--- src/rtl/dsc_pkg.sv ---
// dsc_pkg: register map, field layout and decoded types for the sync/config register bank
package dsc_pkg;
  // ----------------------------------------------------------------
  // register indices (printed offsets, not all multiples of four)
  // ----------------------------------------------------------------
  localparam logic [15:0] IDX_JESD_PAGE     = 16'h0000;
  localparam logic [15:0] IDX_PAGE_A        = 16'h5000;
  localparam logic [15:0] IDX_PAGE_B        = 16'h5800;
  localparam logic [15:0] IDX_PLL_MULT      = 16'h0037;
  localparam logic [15:0] IDX_SYNC_MASK     = 16'h003e;
  localparam logic [15:0] IDX_DC_ENABLE     = 16'h0000;
  localparam logic [15:0] IDX_DECIM_RATIO   = 16'h0001;
  localparam logic [15:0] IDX_BAND_COUNT    = 16'h0002;
  localparam logic [15:0] IDX_PAGE_MASK     = 16'hf800;
  localparam logic [15:0] IDX_OFS_MASK      = 16'h07ff;
  localparam int          ADDR_W            = 18;

  // ----------------------------------------------------------------
  // field layout and reset values
  // ----------------------------------------------------------------
  localparam logic [7:0] RST_REG            = 8'h00;
  localparam int         POS_CLKDIV_MASK    = 6;
  localparam int         POS_OSC_MASK       = 5;
  localparam logic [7:0] WMASK_PLL          = 8'h03;
  localparam logic [7:0] WMASK_SYNC         = 8'h60;
  localparam logic [7:0] WMASK_BIT0         = 8'h01;
  localparam logic [7:0] WMASK_DECIM        = 8'h0f;

  // ----------------------------------------------------------------
  // bus responses
  // ----------------------------------------------------------------
  localparam logic [1:0] RESP_OKAY          = 2'h0;
  localparam logic [1:0] RESP_SLVERR        = 2'h2;

  // pll multiplication factor codes
  typedef enum logic [1:0] {
    DSC_MUL_20 = 2'h0,
    DSC_MUL_16 = 2'h1,
    DSC_MUL_40 = 2'h2,
    DSC_MUL_80 = 2'h3
  } dsc_mult_t;

  // per-channel decoded filter setup
  typedef struct packed {
    logic       filter_on;    // 0 = bypass
    logic       dual_band;    // 0 = single band
    logic       ratio_valid;  // code is a defined ratio
    logic [5:0] ratio;        // complex decimation ratio
  } dsc_chan_cfg_t;

  // sync pulse fan-out
  typedef struct packed {
    logic clkdiv_reset;
    logic nco_reset;
    logic lmfc_reset;
  } dsc_sync_t;
endpackage

--- src/rtl/dsc_regs.sv ---
// dsc_regs: AXI4-Lite register bank for pll multiplier, sync masks and two filter pages
`timescale 1ns/1ps
`default_nettype none
// Operation
// - the two-bit multiplier field picks 20x, 16x, 40x or 80x for codes 0 to 3.
// - with bit 6 clear a sync rising edge resets the clock divider, with it set sync is ignored.
// - with bit 5 clear a sync rising edge resets nco phase and lmfc counter, else both ignore it.
// - the filter page sits at base 5000h for channel a and 5800h for channel b, one copy each.
// - enable bit 0 means bypass and 1 routes samples through the decimation filter.
// - the four-bit ratio field maps codes to 4,6,8,9,10,12,16,18,20,24 and 32, codes 6, 11 and 13 to 15 unused.
// - the band bit selects single band at 0 and dual band at 1.
module dsc_regs (
  input  wire logic                  aclk,          // 125 MHz clock
  input  wire logic                  aresetn,       // sync reset, active low
  input  wire logic [17:0]           s_awaddr,      // write address
  input  wire logic                  s_awvalid,     // write address valid
  output logic                       s_awready,     // write address ready
  input  wire logic [31:0]           s_wdata,       // write data
  input  wire logic [3:0]            s_wstrb,       // byte strobes
  input  wire logic                  s_wvalid,      // write data valid
  output logic                       s_wready,      // write data ready
  output logic [1:0]                 s_bresp,       // write response
  output logic                       s_bvalid,      // write response valid
  input  wire logic                  s_bready,      // write response ready
  input  wire logic [17:0]           s_araddr,      // read address
  input  wire logic                  s_arvalid,     // read address valid
  output logic                       s_arready,     // read address ready
  output logic [31:0]                s_rdata,       // read data
  output logic [1:0]                 s_rresp,       // read response
  output logic                       s_rvalid,      // read data valid
  input  wire logic                  s_rready,      // read data ready
  input  wire logic                  sysref,        // sync reference input
  output dsc_pkg::dsc_mult_t         pll_mult,      // pll multiplier code
  output logic [6:0]                 pll_factor,    // multiplication factor
  output dsc_pkg::dsc_sync_t         sync_pulse,    // gated sync resets, one cycle
  output dsc_pkg::dsc_chan_cfg_t     chan_a_cfg,    // channel a filter setup
  output dsc_pkg::dsc_chan_cfg_t     chan_b_cfg     // channel b filter setup
);
  // ------------------------------------------------------------
  // write channel capture: address and data in either order
  // ------------------------------------------------------------
  logic [15:0] aw_idx_r;
  logic        aw_have_r;
  logic [31:0] w_data_r;
  logic        w_byte0_r;
  logic        w_have_r;
  logic        wr_fire;
  logic [1:0]  mult_r;
  logic        clkdiv_mask_r;
  logic        osc_mask_r;
  logic        sysref_d_r;
  logic        sysref_rise;
  logic        jesd_wr;
  logic        wr_hit;
  logic [7:0]  wr_byte;
  logic        page_a_sel;
  logic        page_b_sel;
  logic [7:0]  a_rd;
  logic [7:0]  b_rd;
  logic        a_hit;
  logic        b_hit;
  logic [15:0] ar_idx;
  logic [7:0]  jesd_rd;
  logic        jesd_hit;
  logic        rd_hit;
  logic [7:0]  rd_byte;

  assign s_awready = !aw_have_r && !s_bvalid;
  assign s_wready  = !w_have_r && !s_bvalid;
  assign wr_fire   = aw_have_r && w_have_r && !s_bvalid;
  assign wr_byte   = w_byte0_r ? w_data_r[7:0] : dsc_pkg::RST_REG;

  always_ff @(posedge aclk) begin
    if (!aresetn) begin
      aw_have_r <= 1'b0;
      aw_idx_r  <= 16'h0000;
    end else if (s_awvalid && s_awready) begin
      aw_have_r <= 1'b1;
      aw_idx_r  <= s_awaddr[17:2];
    end else if (wr_fire) begin
      aw_have_r <= 1'b0;
    end
  end

  always_ff @(posedge aclk) begin
    if (!aresetn) begin
      w_have_r  <= 1'b0;
      w_data_r  <= 32'h0000_0000;
      w_byte0_r <= 1'b0;
    end else if (s_wvalid && s_wready) begin
      w_have_r  <= 1'b1;
      w_data_r  <= s_wdata;
      w_byte0_r <= s_wstrb[0];
    end else if (wr_fire) begin
      w_have_r <= 1'b0;
    end
  end

  // address decode: jesd page at low indices, filter pages by base
  assign page_a_sel = (aw_idx_r & dsc_pkg::IDX_PAGE_MASK) == dsc_pkg::IDX_PAGE_A;
  assign page_b_sel = (aw_idx_r & dsc_pkg::IDX_PAGE_MASK) == dsc_pkg::IDX_PAGE_B;
  assign jesd_wr    = (aw_idx_r == dsc_pkg::IDX_PLL_MULT) || (aw_idx_r == dsc_pkg::IDX_SYNC_MASK);
  assign wr_hit     = jesd_wr || (page_a_sel && aw_idx_r[10:0] <= dsc_pkg::IDX_BAND_COUNT[10:0])
                      || (page_b_sel && aw_idx_r[10:0] <= dsc_pkg::IDX_BAND_COUNT[10:0]);

  // write response; unmapped addresses answer slverr
  always_ff @(posedge aclk) begin
    if (!aresetn) begin
      s_bvalid <= 1'b0;
      s_bresp  <= dsc_pkg::RESP_OKAY;
    end else if (wr_fire) begin
      s_bvalid <= 1'b1;
      s_bresp  <= wr_hit ? dsc_pkg::RESP_OKAY : dsc_pkg::RESP_SLVERR;
    end else if (s_bready) begin
      s_bvalid <= 1'b0;
    end
  end

  // ------------------------------------------------------------
  // jesd page registers; reserved bits dropped, read as zero
  // ------------------------------------------------------------
  always_ff @(posedge aclk) begin
    if (!aresetn) begin
      mult_r        <= dsc_pkg::RST_REG[1:0];
      clkdiv_mask_r <= dsc_pkg::RST_REG[0];
      osc_mask_r    <= dsc_pkg::RST_REG[0];
    end else if (wr_fire) begin
      if (aw_idx_r == dsc_pkg::IDX_PLL_MULT) begin
        mult_r <= wr_byte[1:0] & dsc_pkg::WMASK_PLL[1:0];
      end
      if (aw_idx_r == dsc_pkg::IDX_SYNC_MASK) begin
        clkdiv_mask_r <= wr_byte[dsc_pkg::POS_CLKDIV_MASK];
        osc_mask_r    <= wr_byte[dsc_pkg::POS_OSC_MASK];
      end
    end
  end

  // multiplier decode; 40x/80x companions live in register 16h, outside here
  assign pll_mult = dsc_pkg::dsc_mult_t'(mult_r);
  always_comb begin
    case (pll_mult)
      dsc_pkg::DSC_MUL_20: pll_factor = 7'd20;
      dsc_pkg::DSC_MUL_16: pll_factor = 7'd16;
      dsc_pkg::DSC_MUL_40: pll_factor = 7'd40;
      dsc_pkg::DSC_MUL_80: pll_factor = 7'd80;
      default:             pll_factor = 7'd20;
    endcase
  end

  // ------------------------------------------------------------
  // sync edge detect and masking
  // ------------------------------------------------------------
  always_ff @(posedge aclk) begin
    if (!aresetn) begin
      sysref_d_r <= 1'b0;
    end else begin
      sysref_d_r <= sysref;
    end
  end
  // only the low-to-high transition counts, a held level does nothing
  assign sysref_rise = sysref && !sysref_d_r;

  always_ff @(posedge aclk) begin
    if (!aresetn) begin
      sync_pulse <= '0;
    end else begin
      sync_pulse.clkdiv_reset <= sysref_rise && !clkdiv_mask_r;
      sync_pulse.nco_reset    <= sysref_rise && !osc_mask_r;
      sync_pulse.lmfc_reset   <= sysref_rise && !osc_mask_r;
    end
  end

  // ------------------------------------------------------------
  // per-channel filter pages, one copy each
  // ------------------------------------------------------------
  assign ar_idx = s_araddr[17:2];

  dsc_chan_cfg u_chan_a (
    .aclk    (aclk),
    .aresetn (aresetn),
    .wr_en   (wr_fire && page_a_sel),
    .wr_ofs  (aw_idx_r & dsc_pkg::IDX_OFS_MASK),
    .wr_data (wr_byte),
    .rd_ofs  (ar_idx & dsc_pkg::IDX_OFS_MASK),
    .rd_data (a_rd),
    .rd_hit  (a_hit),
    .cfg     (chan_a_cfg)
  );

  dsc_chan_cfg u_chan_b (
    .aclk    (aclk),
    .aresetn (aresetn),
    .wr_en   (wr_fire && page_b_sel),
    .wr_ofs  (aw_idx_r & dsc_pkg::IDX_OFS_MASK),
    .wr_data (wr_byte),
    .rd_ofs  (ar_idx & dsc_pkg::IDX_OFS_MASK),
    .rd_data (b_rd),
    .rd_hit  (b_hit),
    .cfg     (chan_b_cfg)
  );

  // ------------------------------------------------------------
  // read channel: one cycle after the address is taken
  // ------------------------------------------------------------
  always_comb begin
    jesd_hit = 1'b1;
    jesd_rd  = 8'h00;
    case (ar_idx)
      dsc_pkg::IDX_PLL_MULT:  jesd_rd = {6'h00, mult_r};
      dsc_pkg::IDX_SYNC_MASK: jesd_rd = {1'b0, clkdiv_mask_r, osc_mask_r, 5'h00};
      default:                jesd_hit = 1'b0;
    endcase
    if ((ar_idx & dsc_pkg::IDX_PAGE_MASK) == dsc_pkg::IDX_PAGE_A) begin
      rd_hit  = a_hit;
      rd_byte = a_rd;
    end else if ((ar_idx & dsc_pkg::IDX_PAGE_MASK) == dsc_pkg::IDX_PAGE_B) begin
      rd_hit  = b_hit;
      rd_byte = b_rd;
    end else begin
      rd_hit  = jesd_hit;
      rd_byte = jesd_rd;
    end
  end

  assign s_arready = !s_rvalid;

  always_ff @(posedge aclk) begin
    if (!aresetn) begin
      s_rvalid <= 1'b0;
      s_rdata  <= 32'h0000_0000;
      s_rresp  <= dsc_pkg::RESP_OKAY;
    end else if (s_arvalid && s_arready) begin
      s_rvalid <= 1'b1;
      s_rdata  <= {24'h000000, rd_byte};
      s_rresp  <= rd_hit ? dsc_pkg::RESP_OKAY : dsc_pkg::RESP_SLVERR;
    end else if (s_rready) begin
      s_rvalid <= 1'b0;
    end
  end

  // ------------------------------------------------------------
  // checks
  // ------------------------------------------------------------
  AST_CLKDIV_MASKED: assert property (@(posedge aclk) disable iff (!aresetn)
    (sysref && !$past(sysref) && clkdiv_mask_r && $past(aresetn)) |=> !sync_pulse.clkdiv_reset)
    else $error("clock divider reset despite mask");
  AST_CLKDIV_RESET: assert property (@(posedge aclk) disable iff (!aresetn)
    (sysref && !sysref_d_r && !clkdiv_mask_r) |=> sync_pulse.clkdiv_reset)
    else $error("clock divider not reset on sync edge");
  AST_OSC_RESET: assert property (@(posedge aclk) disable iff (!aresetn)
    sync_pulse.nco_reset |-> $past(sysref_rise && !osc_mask_r) && sync_pulse.lmfc_reset)
    else $error("nco or lmfc reset mismatch");
  AST_PULSE_ONE: assert property (@(posedge aclk) disable iff (!aresetn)
    sync_pulse.clkdiv_reset |=> !sync_pulse.clkdiv_reset)
    else $error("sync pulse longer than one cycle");
  AST_PLL_FACTOR: assert property (@(posedge aclk) disable iff (!aresetn)
    (mult_r == 2'h2) |-> (pll_factor == 7'd40))
    else $error("40x code decoded wrong");
  AST_PLL_WRITE: assert property (@(posedge aclk) disable iff (!aresetn)
    (wr_fire && aw_idx_r == dsc_pkg::IDX_PLL_MULT && w_byte0_r) |=> mult_r == $past(w_data_r[1:0]))
    else $error("multiplier write lost");
  AST_PAGE_A: assert property (@(posedge aclk) disable iff (!aresetn)
    (wr_fire && aw_idx_r == (dsc_pkg::IDX_PAGE_A | dsc_pkg::IDX_DC_ENABLE) && w_byte0_r)
      |=> chan_a_cfg.filter_on == $past(w_data_r[0]))
    else $error("channel a enable not written");
  AST_PAGE_B_ISOL: assert property (@(posedge aclk) disable iff (!aresetn)
    (wr_fire && page_a_sel) |=> $stable(chan_b_cfg))
    else $error("channel a write disturbed channel b");
  AST_RATIO_24: assert property (@(posedge aclk) disable iff (!aresetn)
    (wr_fire && page_b_sel && aw_idx_r[10:0] == dsc_pkg::IDX_DECIM_RATIO[10:0]
      && w_byte0_r && w_data_r[3:0] == 4'ha) |=> chan_b_cfg.ratio == 6'h18)
    else $error("ratio code 1010 not 24");
  AST_RATIO_UNUSED: assert property (@(posedge aclk) disable iff (!aresetn)
    (chan_a_cfg.ratio_valid == 1'b0) |-> (chan_a_cfg.ratio == 6'h00))
    else $error("unused ratio code gave a ratio");
  AST_BAND: assert property (@(posedge aclk) disable iff (!aresetn)
    (wr_fire && page_a_sel && aw_idx_r[10:0] == dsc_pkg::IDX_BAND_COUNT[10:0] && w_byte0_r)
      |=> chan_a_cfg.dual_band == $past(w_data_r[0]))
    else $error("band select not written");
endmodule
`default_nettype wire

--- src/rtl/dsc_chan_cfg.sv ---
// dsc_chan_cfg: one channel's decimation filter page and its decode
`timescale 1ns/1ps
`default_nettype none
module dsc_chan_cfg (
  input  wire logic                  aclk,     // system clock
  input  wire logic                  aresetn,  // sync reset, active low
  input  wire logic                  wr_en,    // write strobe for this page
  input  wire logic [15:0]           wr_ofs,   // offset within page
  input  wire logic [7:0]            wr_data,  // write byte
  input  wire logic [15:0]           rd_ofs,   // read offset within page
  output logic      [7:0]            rd_data,  // read byte
  output logic                       rd_hit,   // read offset mapped
  output dsc_pkg::dsc_chan_cfg_t     cfg       // decoded setup
);
  logic       enable_r;
  logic [3:0] ratio_sel_r;
  logic       band_r;

  // ------------------------------------------------------------
  // page registers; reserved bits are not stored
  // ------------------------------------------------------------
  always_ff @(posedge aclk) begin
    if (!aresetn) begin
      enable_r    <= dsc_pkg::RST_REG[0];
      ratio_sel_r <= dsc_pkg::RST_REG[3:0];
      band_r      <= dsc_pkg::RST_REG[0];
    end else if (wr_en) begin
      if (wr_ofs == dsc_pkg::IDX_DC_ENABLE) begin
        enable_r <= wr_data[0];
      end
      if (wr_ofs == dsc_pkg::IDX_DECIM_RATIO) begin
        ratio_sel_r <= wr_data[3:0] & dsc_pkg::WMASK_DECIM[3:0];
      end
      if (wr_ofs == dsc_pkg::IDX_BAND_COUNT) begin
        band_r <= wr_data[0];
      end
    end
  end

  // read back of stored fields
  always_comb begin
    rd_data = 8'h00;
    rd_hit  = 1'b1;
    case (rd_ofs)
      dsc_pkg::IDX_DC_ENABLE:   rd_data = {7'h00, enable_r};
      dsc_pkg::IDX_DECIM_RATIO: rd_data = {4'h0, ratio_sel_r};
      dsc_pkg::IDX_BAND_COUNT:  rd_data = {7'h00, band_r};
      default:                  rd_hit  = 1'b0;
    endcase
  end

  // ratio decode; unused codes flag invalid and keep ratio zero
  always_comb begin
    cfg.filter_on   = enable_r;
    cfg.dual_band   = band_r;
    cfg.ratio_valid = 1'b1;
    case (ratio_sel_r)
      4'h0:    cfg.ratio = 6'h04;
      4'h1:    cfg.ratio = 6'h06;
      4'h2:    cfg.ratio = 6'h08;
      4'h3:    cfg.ratio = 6'h09;
      4'h4:    cfg.ratio = 6'h0a;
      4'h5:    cfg.ratio = 6'h0c;
      4'h7:    cfg.ratio = 6'h10;
      4'h8:    cfg.ratio = 6'h12;
      4'h9:    cfg.ratio = 6'h14;
      4'ha:    cfg.ratio = 6'h18;
      4'hc:    cfg.ratio = 6'h20;
      default: begin
        cfg.ratio       = 6'h00;
        cfg.ratio_valid = 1'b0;
      end
    endcase
  end
endmodule
`default_nettype wire

--- config.mk ---
export PLATFORM = sky130hd
export DESIGN_NAME = dsc_regs
export DESIGN_NICKNAME = d
export VERILOG_FILES = /design/src/rtl/dsc_pkg.sv /design/src/rtl/dsc_regs.sv /design/src/rtl/dsc_chan_cfg.sv
export SDC_FILE = /design/constraint.sdc
export NUM_CORES = 1
export LEC_CHECK = 0
export ABC_CLOCK_PERIOD_IN_PS = 1750
export BUFFER_PORTS_ARGS = -buffer_cell sky130_fd_sc_hd__buf_2
export CAP_MARGIN = 0
export CORE_ASPECT_RATIO = 0.6
export CORE_MARGIN = 2
export CORE_UTILIZATION = 30
export DETAILED_ROUTE_END_ITERATION = 8
export PLACE_DENSITY = 0.61
export SYNTH_ARGS = -nofsm -noshare
export SYNTH_HDL_FRONTEND = slang
export SYNTH_SLANG_ARGS = --single-unit
export TNS_END_PERCENT = 1
--- constraint.sdc ---
create_clock -name aclk -period 1.75 [get_ports aclk]
set_input_delay 0.175 -clock aclk [delete_from_list [all_inputs] [get_ports aclk]]
set_output_delay 0.175 -clock aclk [all_outputs]
set_load 0.005 [all_outputs]
==> results of run 1 <==
## worst max-delay path by stage
stage                 start                      end  slack, ps
4_1_cts         aw_idx_r[4]  u_chan_a.ratio_sel_r[1]         20
3_3_place_gp   s_araddr[10]               s_rdata[1]         40
2_1_floorplan   aw_idx_r[3]  u_chan_a.ratio_sel_r[0]         40
6_report        aw_idx_r[3]  u_chan_b.ratio_sel_r[0]         10
3_5_place_dp   s_araddr[10]               s_rdata[1]         40
5_1_grt         aw_idx_r[3]  u_chan_b.ratio_sel_r[0]        -40
## per-layer routing
layer  track usage (%)  vias to the layer above
li1                  -                     1266
met1              19.1                     1139
met4              3.26                        0
met3              4.29                        5
met2              18.4                       71
met5                 0                        -
## worst max-delay path, stage by stage, from the launching register on
cell and delay, ps:
dfxtp_2 320, or4b_4 540, nor3b_4 220, nand4_1 320, mux2i_1 200
## registers in the layout (all words and copies together), names as in the netlist
register,flops
w_have_r,1
pll_mult,2
u_chan_b.band_r,1
clkdiv_mask_r,1
s_rresp,1
sysref_d_r,1
u_chan_a.ratio_sel_r,4
s_bresp,1
osc_mask_r,1
sync_pulse,2
u_chan_b.ratio_sel_r,4
u_chan_a.band_r,1
u_chan_a.enable_r,1
aw_idx_r,16
s_rvalid,1
aw_have_r,1
s_rdata,6
w_byte0_r,1
u_chan_b.enable_r,1
s_bvalid,1
w_data_r,6
## cells in the mapped netlist (2+ instances only)
cell | number | area share, %
nand2_1 | 59 | 7.6
dfxtp_1 | 54 | 37
buf_4 | 37 | 9.5
mux2i_1 | 28 | 9.6
a21boi_0 | 19 | 4.9
clkbuf_1 | 16 | 2.1
nor2b_1 | 15 | 3.2
nand3_1 | 14 | 2.4
nor2_1 | 12 | 1.5
o21ai_0 | 9 | 1.5
a21oi_1 | 6 | 1.0
inv_1 | 6 | 0.77
nand2b_1 | 6 | 1.3
nand4_1 | 6 | 1.3
nor3_1 | 6 | 1.0
o211ai_1 | 5 | 1.3
and2_1 | 3 | 0.64
nand3b_1 | 3 | 0.77
nand4b_1 | 3 | 0.90
xnor2_1 | 3 | 0.90
a31oi_1 | 2 | 0.43
buf_2 | 2 | 0.34
nor4_1 | 2 | 0.43
o211a_1 | 2 | 0.69
o21a_1 | 2 | 0.52
## stage by stage
step           power [mW]  util, %  hold slack, ps  setup TNS, ps  std cells
6_report             2.71     37.6             111              0        550
5_1_grt              2.83     37.6             128           -127        550
4_1_cts              2.73     37.5             110              0        550
3_5_place_dp         1.64     35.8             406              0        542
3_3_place_gp         1.63     35.8             405              0        542
2_1_floorplan        1.56        -             303              0        373
## where the power goes
part	total (mW)	internal, mW	switching [mW]
Combinational	0.288	0.132	0.156
Sequential	1.32	1.28	0.0421
Clock	1.10	0.677	0.422
## area by class of cell
cell class | instances | area [um2]
timing repair buffer | 95 | 495
sequential | 54 | 1090
clock buffer | 7 | 133
multi-input combinational | 257 | 1570
inverter | 6 | 22.5
fill | 962 | 5790
tap | 130 | 163
clock inverter | 1 | 30.0
## cells by family (layout without fill, tap and decap cells)
logic type                 Yosys count  in the layout  share of synthesized area, %
buffers and inverters               62            109                          12.9
and+or+nand+nor                    145            145                          26.9
adders and majority gates            1              1                         0.344
DFF                                 54             54                          37.1
xor gates and xnor gates             3              3                         0.903
other                                1             30                         0.129
muxes                               28             28                          9.63
AOI/OAI and AO/OA                   50             50                          12.1
==> results by group, run 1 <==
STA
  • Max transition margin: between 60 and 70%
  • PnR worst setup slack: 10.1 ps
  • Fin. Hold Viols: 0
  • Fin. max-slew vios: 0
  • Setup violations, final: 0
  • Final period utilization: between 90 and 100%
  • Tightest Pin Transition: 563 ps
  • Layout Skew: about 6.6 ps
  • RSZ-0062 raised after global routing: yes
  • Crit path time final: around 1700 ps
  • Fmax: 575 MHz

Die
  • Die Wd: ~130 um
  • Die Y: about 80 um
  • FP Rows: 27
  • I/O pin total: 151
  • Initial core utilization: between 30% and 40%
  • Core area: a little over 0.009 mm2
  • DIE AREA: approximately 0.011 mm2

Detailed routing
  • Max Used Layer: met4
  • DRT Wirelength: 6960 um
  • Pre-antenna DRT Iters: 4
  • DRC viols: 0
  • Metal2 WL: 2750 um
  • Wirelength per Cell: 12.7 um
  • Vias: between 2000 and 2500
  • Post-route ant nets: 0
  • Vias per Instance: 4.51
  • Detail Route met3 WL: roughly 420 um
  • Initial drt markers: 86
  • Met1 wire length: between 3000 and 4000 um

Logic synthesis
  • Synth warn: 0
  • Syn avg cell area: 8.46 um2
  • Async S/R FF share, synth: 0%
  • Post-synthesis register bit count: between 50 and 60
  • Post-synth EDFFs: 0
  • Main flop type after synthesis: dfxtp_1
  • Mapped Area: just under 0.003 mm2
  • Synthesized instance count: about 340
  • Register area share after synthesis: between 30% and 40%
  • Netlist cell types: 49

Power and ir drop
  • Max VDD drop: around 330 uV
  • Static leakage: about 1.6 nW
  • Power density cells: slightly below 800 mW/mm2

Worst hold path
  • Hold EP: sysref_d_r
  • Hold depth: 3
  • Worst Hold Launch: sysref
  • Hold Crit Class: primary input to flop

Place
  • DP Area: about 0.0033 mm2
  • RD Place Congestion: about 0.82
  • PortBufs: 87
  • Worst slack, placed: between 30 and 40 ps
  • Hpwl dp: between 5000 and 6000 um

CTS
  • H-tree depth: 2
  • Post-cts sizing count: 0
  • CTS max path bufs: 2
  • Buffer count from post-CTS setup fixing: 0
  • Clock sinks: 54
  • Root Driver: clkbuf_16
  • Worst-Skew Late Latency: approximately 290 ps
  • Total CTS buffers: 5
  • CTS tree: built
  • Worst-path clk slew: around 70 ps
  • Post-cts hold buffer count: 0

Global route
  • Vias in the first global route: 2255
  • Global-route wire length before repair: 11100 um
  • Largest net degree at the start of global routing: 32
  • Initial antenna violation count: 0
  • Gr usage total: 13.1%
  • Gr ovfl total: 0

Final layout
  • Post-Layout Inst Area: 0.00350 mm2
  • Most frequent cells in the layout: buf_2, nand2_1, dfxtp_1, conb_1, mux2i_1
  • Area Overhead vs Synth: 20.2%
  • Fin nets: 499
  • Antenna Cells: 0
  • Share of layout cells above drive strength 1: between 20% and 30%
  • Commonest non-fill, non-tap cell in the layout: buf_2

Critical path
  • R2r setup slk: 10 ps
  • CP Class: flop to flop
  • Worst reg2reg path depth: 4
  • Worst Path Required: between 1500 and 2000 ps
  • Worst setup SP type: flop
  • Crit. End Element: flop
  • CP Max Fanout: 4
  • Worst R2R Start: aw_idx_r[3]
  • Worst R2R End: u_chan_b.ratio_sel_r[0]
  • Critical path arrival: 1900 ps

Flow run
  • Maxcap violations: 0

Outcome
  • Status: finished clean
Note: power is estimated with default switching activity, not from simulation.
==> run 2: changes to the inputs <==
Settings changed: RECOVER_POWER from default to 50.
==> run 2 against run 1 <==
Effect of this change: worst setup slack is the same; clock power is essentially flat; global-route usage is the same; die area is the same; clock skew is the same; combinational power is essentially flat; routed wire length is the same; largest power group unchanged; highest routed layer unchanged.
==> results by group, run 2 (synthesized netlist as in run 1, its figures left out) <==
Critical path
  • CP Max Fanout: 4
  • Worst Path Required: around 1900 ps
  • CP Class: flop to flop
  • Critical path arrival: between 1500 and 2000 ps
  • Crit. End Element: flop
  • Worst setup SP type: flop
  • R2r setup slk: a little over 10 ps

Final layout
  • Max reg flops: 16
  • Largest regs: aw_idx_r: 16 flops, s_rdata: 6 flops, w_data_r: 6 flops
  • Fin nets: approximately 500
  • Share of layout cells above drive strength 1: ~28%
  • Post-Layout Cell Count: 550
  • Commonest non-fill, non-tap cell in the layout: buf_2
  • Antenna Cells: 0
  • Post-Layout Inst Area: 0.00350 mm2
  • Most frequent cells in the layout: buf_2, nand2_1, dfxtp_1, conb_1, mux2i_1
  • Post-layout util: a little under two fifths
  • Area Overhead vs Synth: 20.2%
  • Reg with most FFs: aw_idx_r
  • Fill count: approximately 960

Global route
  • Global-route wire length before repair: ~11000 um
  • Largest net degree at the start of global routing: 32
  • Gr ovfl total: 0
  • Initial antenna violation count: 0
  • Vias in the first global route: between 2000 and 2500
  • Gr usage total: approximately an eighth

STA
  • Crit path time final: 1740 ps
  • Setup violations, final: 0
  • Fin. Hold Viols: 0
  • Fin. max-slew vios: 0
  • Layout Skew: ~6.6 ps
  • Max transition margin: a little over three fifths
  • Fmax: about 570 MHz
  • Tightest Pin Transition: between 500 and 600 ps
  • Hold slack: 111 ps
  • Final period utilization: around 99%
  • RSZ-0062 raised after global routing: yes

Detailed routing
  • Vias per Instance: 4.51
  • Wirelength per Cell: 12.7 um
  • Max Used Layer: met4
  • Vias: roughly 2500
  • DRC viols: 0
  • Met1 wire length: 3750 um
  • Metal2 WL: 2750 um
  • Pre-antenna DRT Iters: 4
  • Initial drt markers: 86
  • Detail Route met3 WL: 416 um
  • Post-route ant nets: 0
  • DRT Wirelength: around 7000 um

Flow run
  • Maxcap violations: 0

Place
  • DP Area: 0.00333 mm2
  • PortBufs: 87
  • Hpwl dp: 5430 um
  • Placed cells: approximately 540
  • RD Place Congestion: roughly 0.82

Die
  • FP Rows: 27
  • Core area: approximately 0.0093 mm2
  • Die Wd: roughly 130 um
  • Initial core utilization: 31.3%
  • DIE AREA: approximately 0.011 mm2
  • I/O pin total: roughly 150
  • Die Y: 80.3 um

Power and ir drop
  • Clock Power Share: between 40% and 50%
  • Switching part of the total: 22.9%
  • Static leakage: about 1.6 nW
  • Int Pwr: about 2.1 mW
  • Sequential share of power: 48.8%
  • Power density cells: 775 mW/mm2
  • Logic pwr share: a little over a tenth
  • Net Switching: a little over 600 uW
  • Max VDD drop: ~330 uV

CTS
  • Root Driver: clkbuf_16
  • Post-cts sizing count: 0
  • Worst-Skew Late Latency: ~290 ps
  • CTS tree: built
  • Buffer count from post-CTS setup fixing: 0
  • CTS max path bufs: 2
  • Total CTS buffers: 5
  • Post-cts hold buffer count: 0
  • Clock sinks: 54
  • Worst-path clk slew: roughly 70 ps
  • H-tree depth: 2

Worst hold path
  • Hold Crit Class: primary input to flop

Outcome
  • Status: finished clean
-- run 2: critical path, stage by stage (launching register included) --
cell and delay [ps]:
dfxtp_2 320, or4b_4 540, nor3b_4 220, nand4_1 320
mux2i_1 200
-- run 2: layout make-up --
type | instances | area [um2] | area share, %
multi-input cells | 257 | 1570 | 44.8
clock buffers | 7 | 133 | 3.79
clock inverters | 1 | 30.0 | 0.859
inverters | 6 | 22.5 | 0.644
well taps | 130 | 163 | 4.65
flip-flops and latches | 54 | 1090 | 31.1
repair buffers | 95 | 495 | 14.2
-- run 2: power by group through the flow --
stage	clock network [mW]	logic, mW	registers (mW)
final	1.10	0.288	1.32
after global routing	1.17	0.326	1.33
after CTS	1.12	0.289	1.32
after detailed placement	0	0.288	1.35
after global placement	0	0.280	1.35
after floorplan	0	0.224	1.34
-- run 2: final timing paths --
kind,startpoint,endpoint,depth (start not counted)
max,aw_idx_r[3],u_chan_b.ratio_sel_r[0],4
min,sysref,sysref_d_r,3
max reg2reg,aw_idx_r[3],u_chan_b.ratio_sel_r[0],4
min reg2reg,sysref_d_r,sync_pulse[2],1
-- run 2: routing by layer --
metal | up-vias | GRT usage [%]
met4 | 0 | 3.26
met3 | 5 | 4.29
li1 | 1266 | -
met2 | 71 | 18.4
met5 | - | 0
met1 | 1139 | 19.1
-- run 2: metrics by stage --
stage / setup TNS, ps / setup WS [ps] / power (mW)
6_report: 0 / 10.1 / 2.71
5_1_grt: -127 / -44.8 / 2.83
4_1_cts: 0 / 15.6 / 2.73
3_5_place_dp: 0 / 37.0 / 1.64
3_3_place_gp: 0 / 38.9 / 1.63
2_1_floorplan: 0 / 43.5 / 1.56
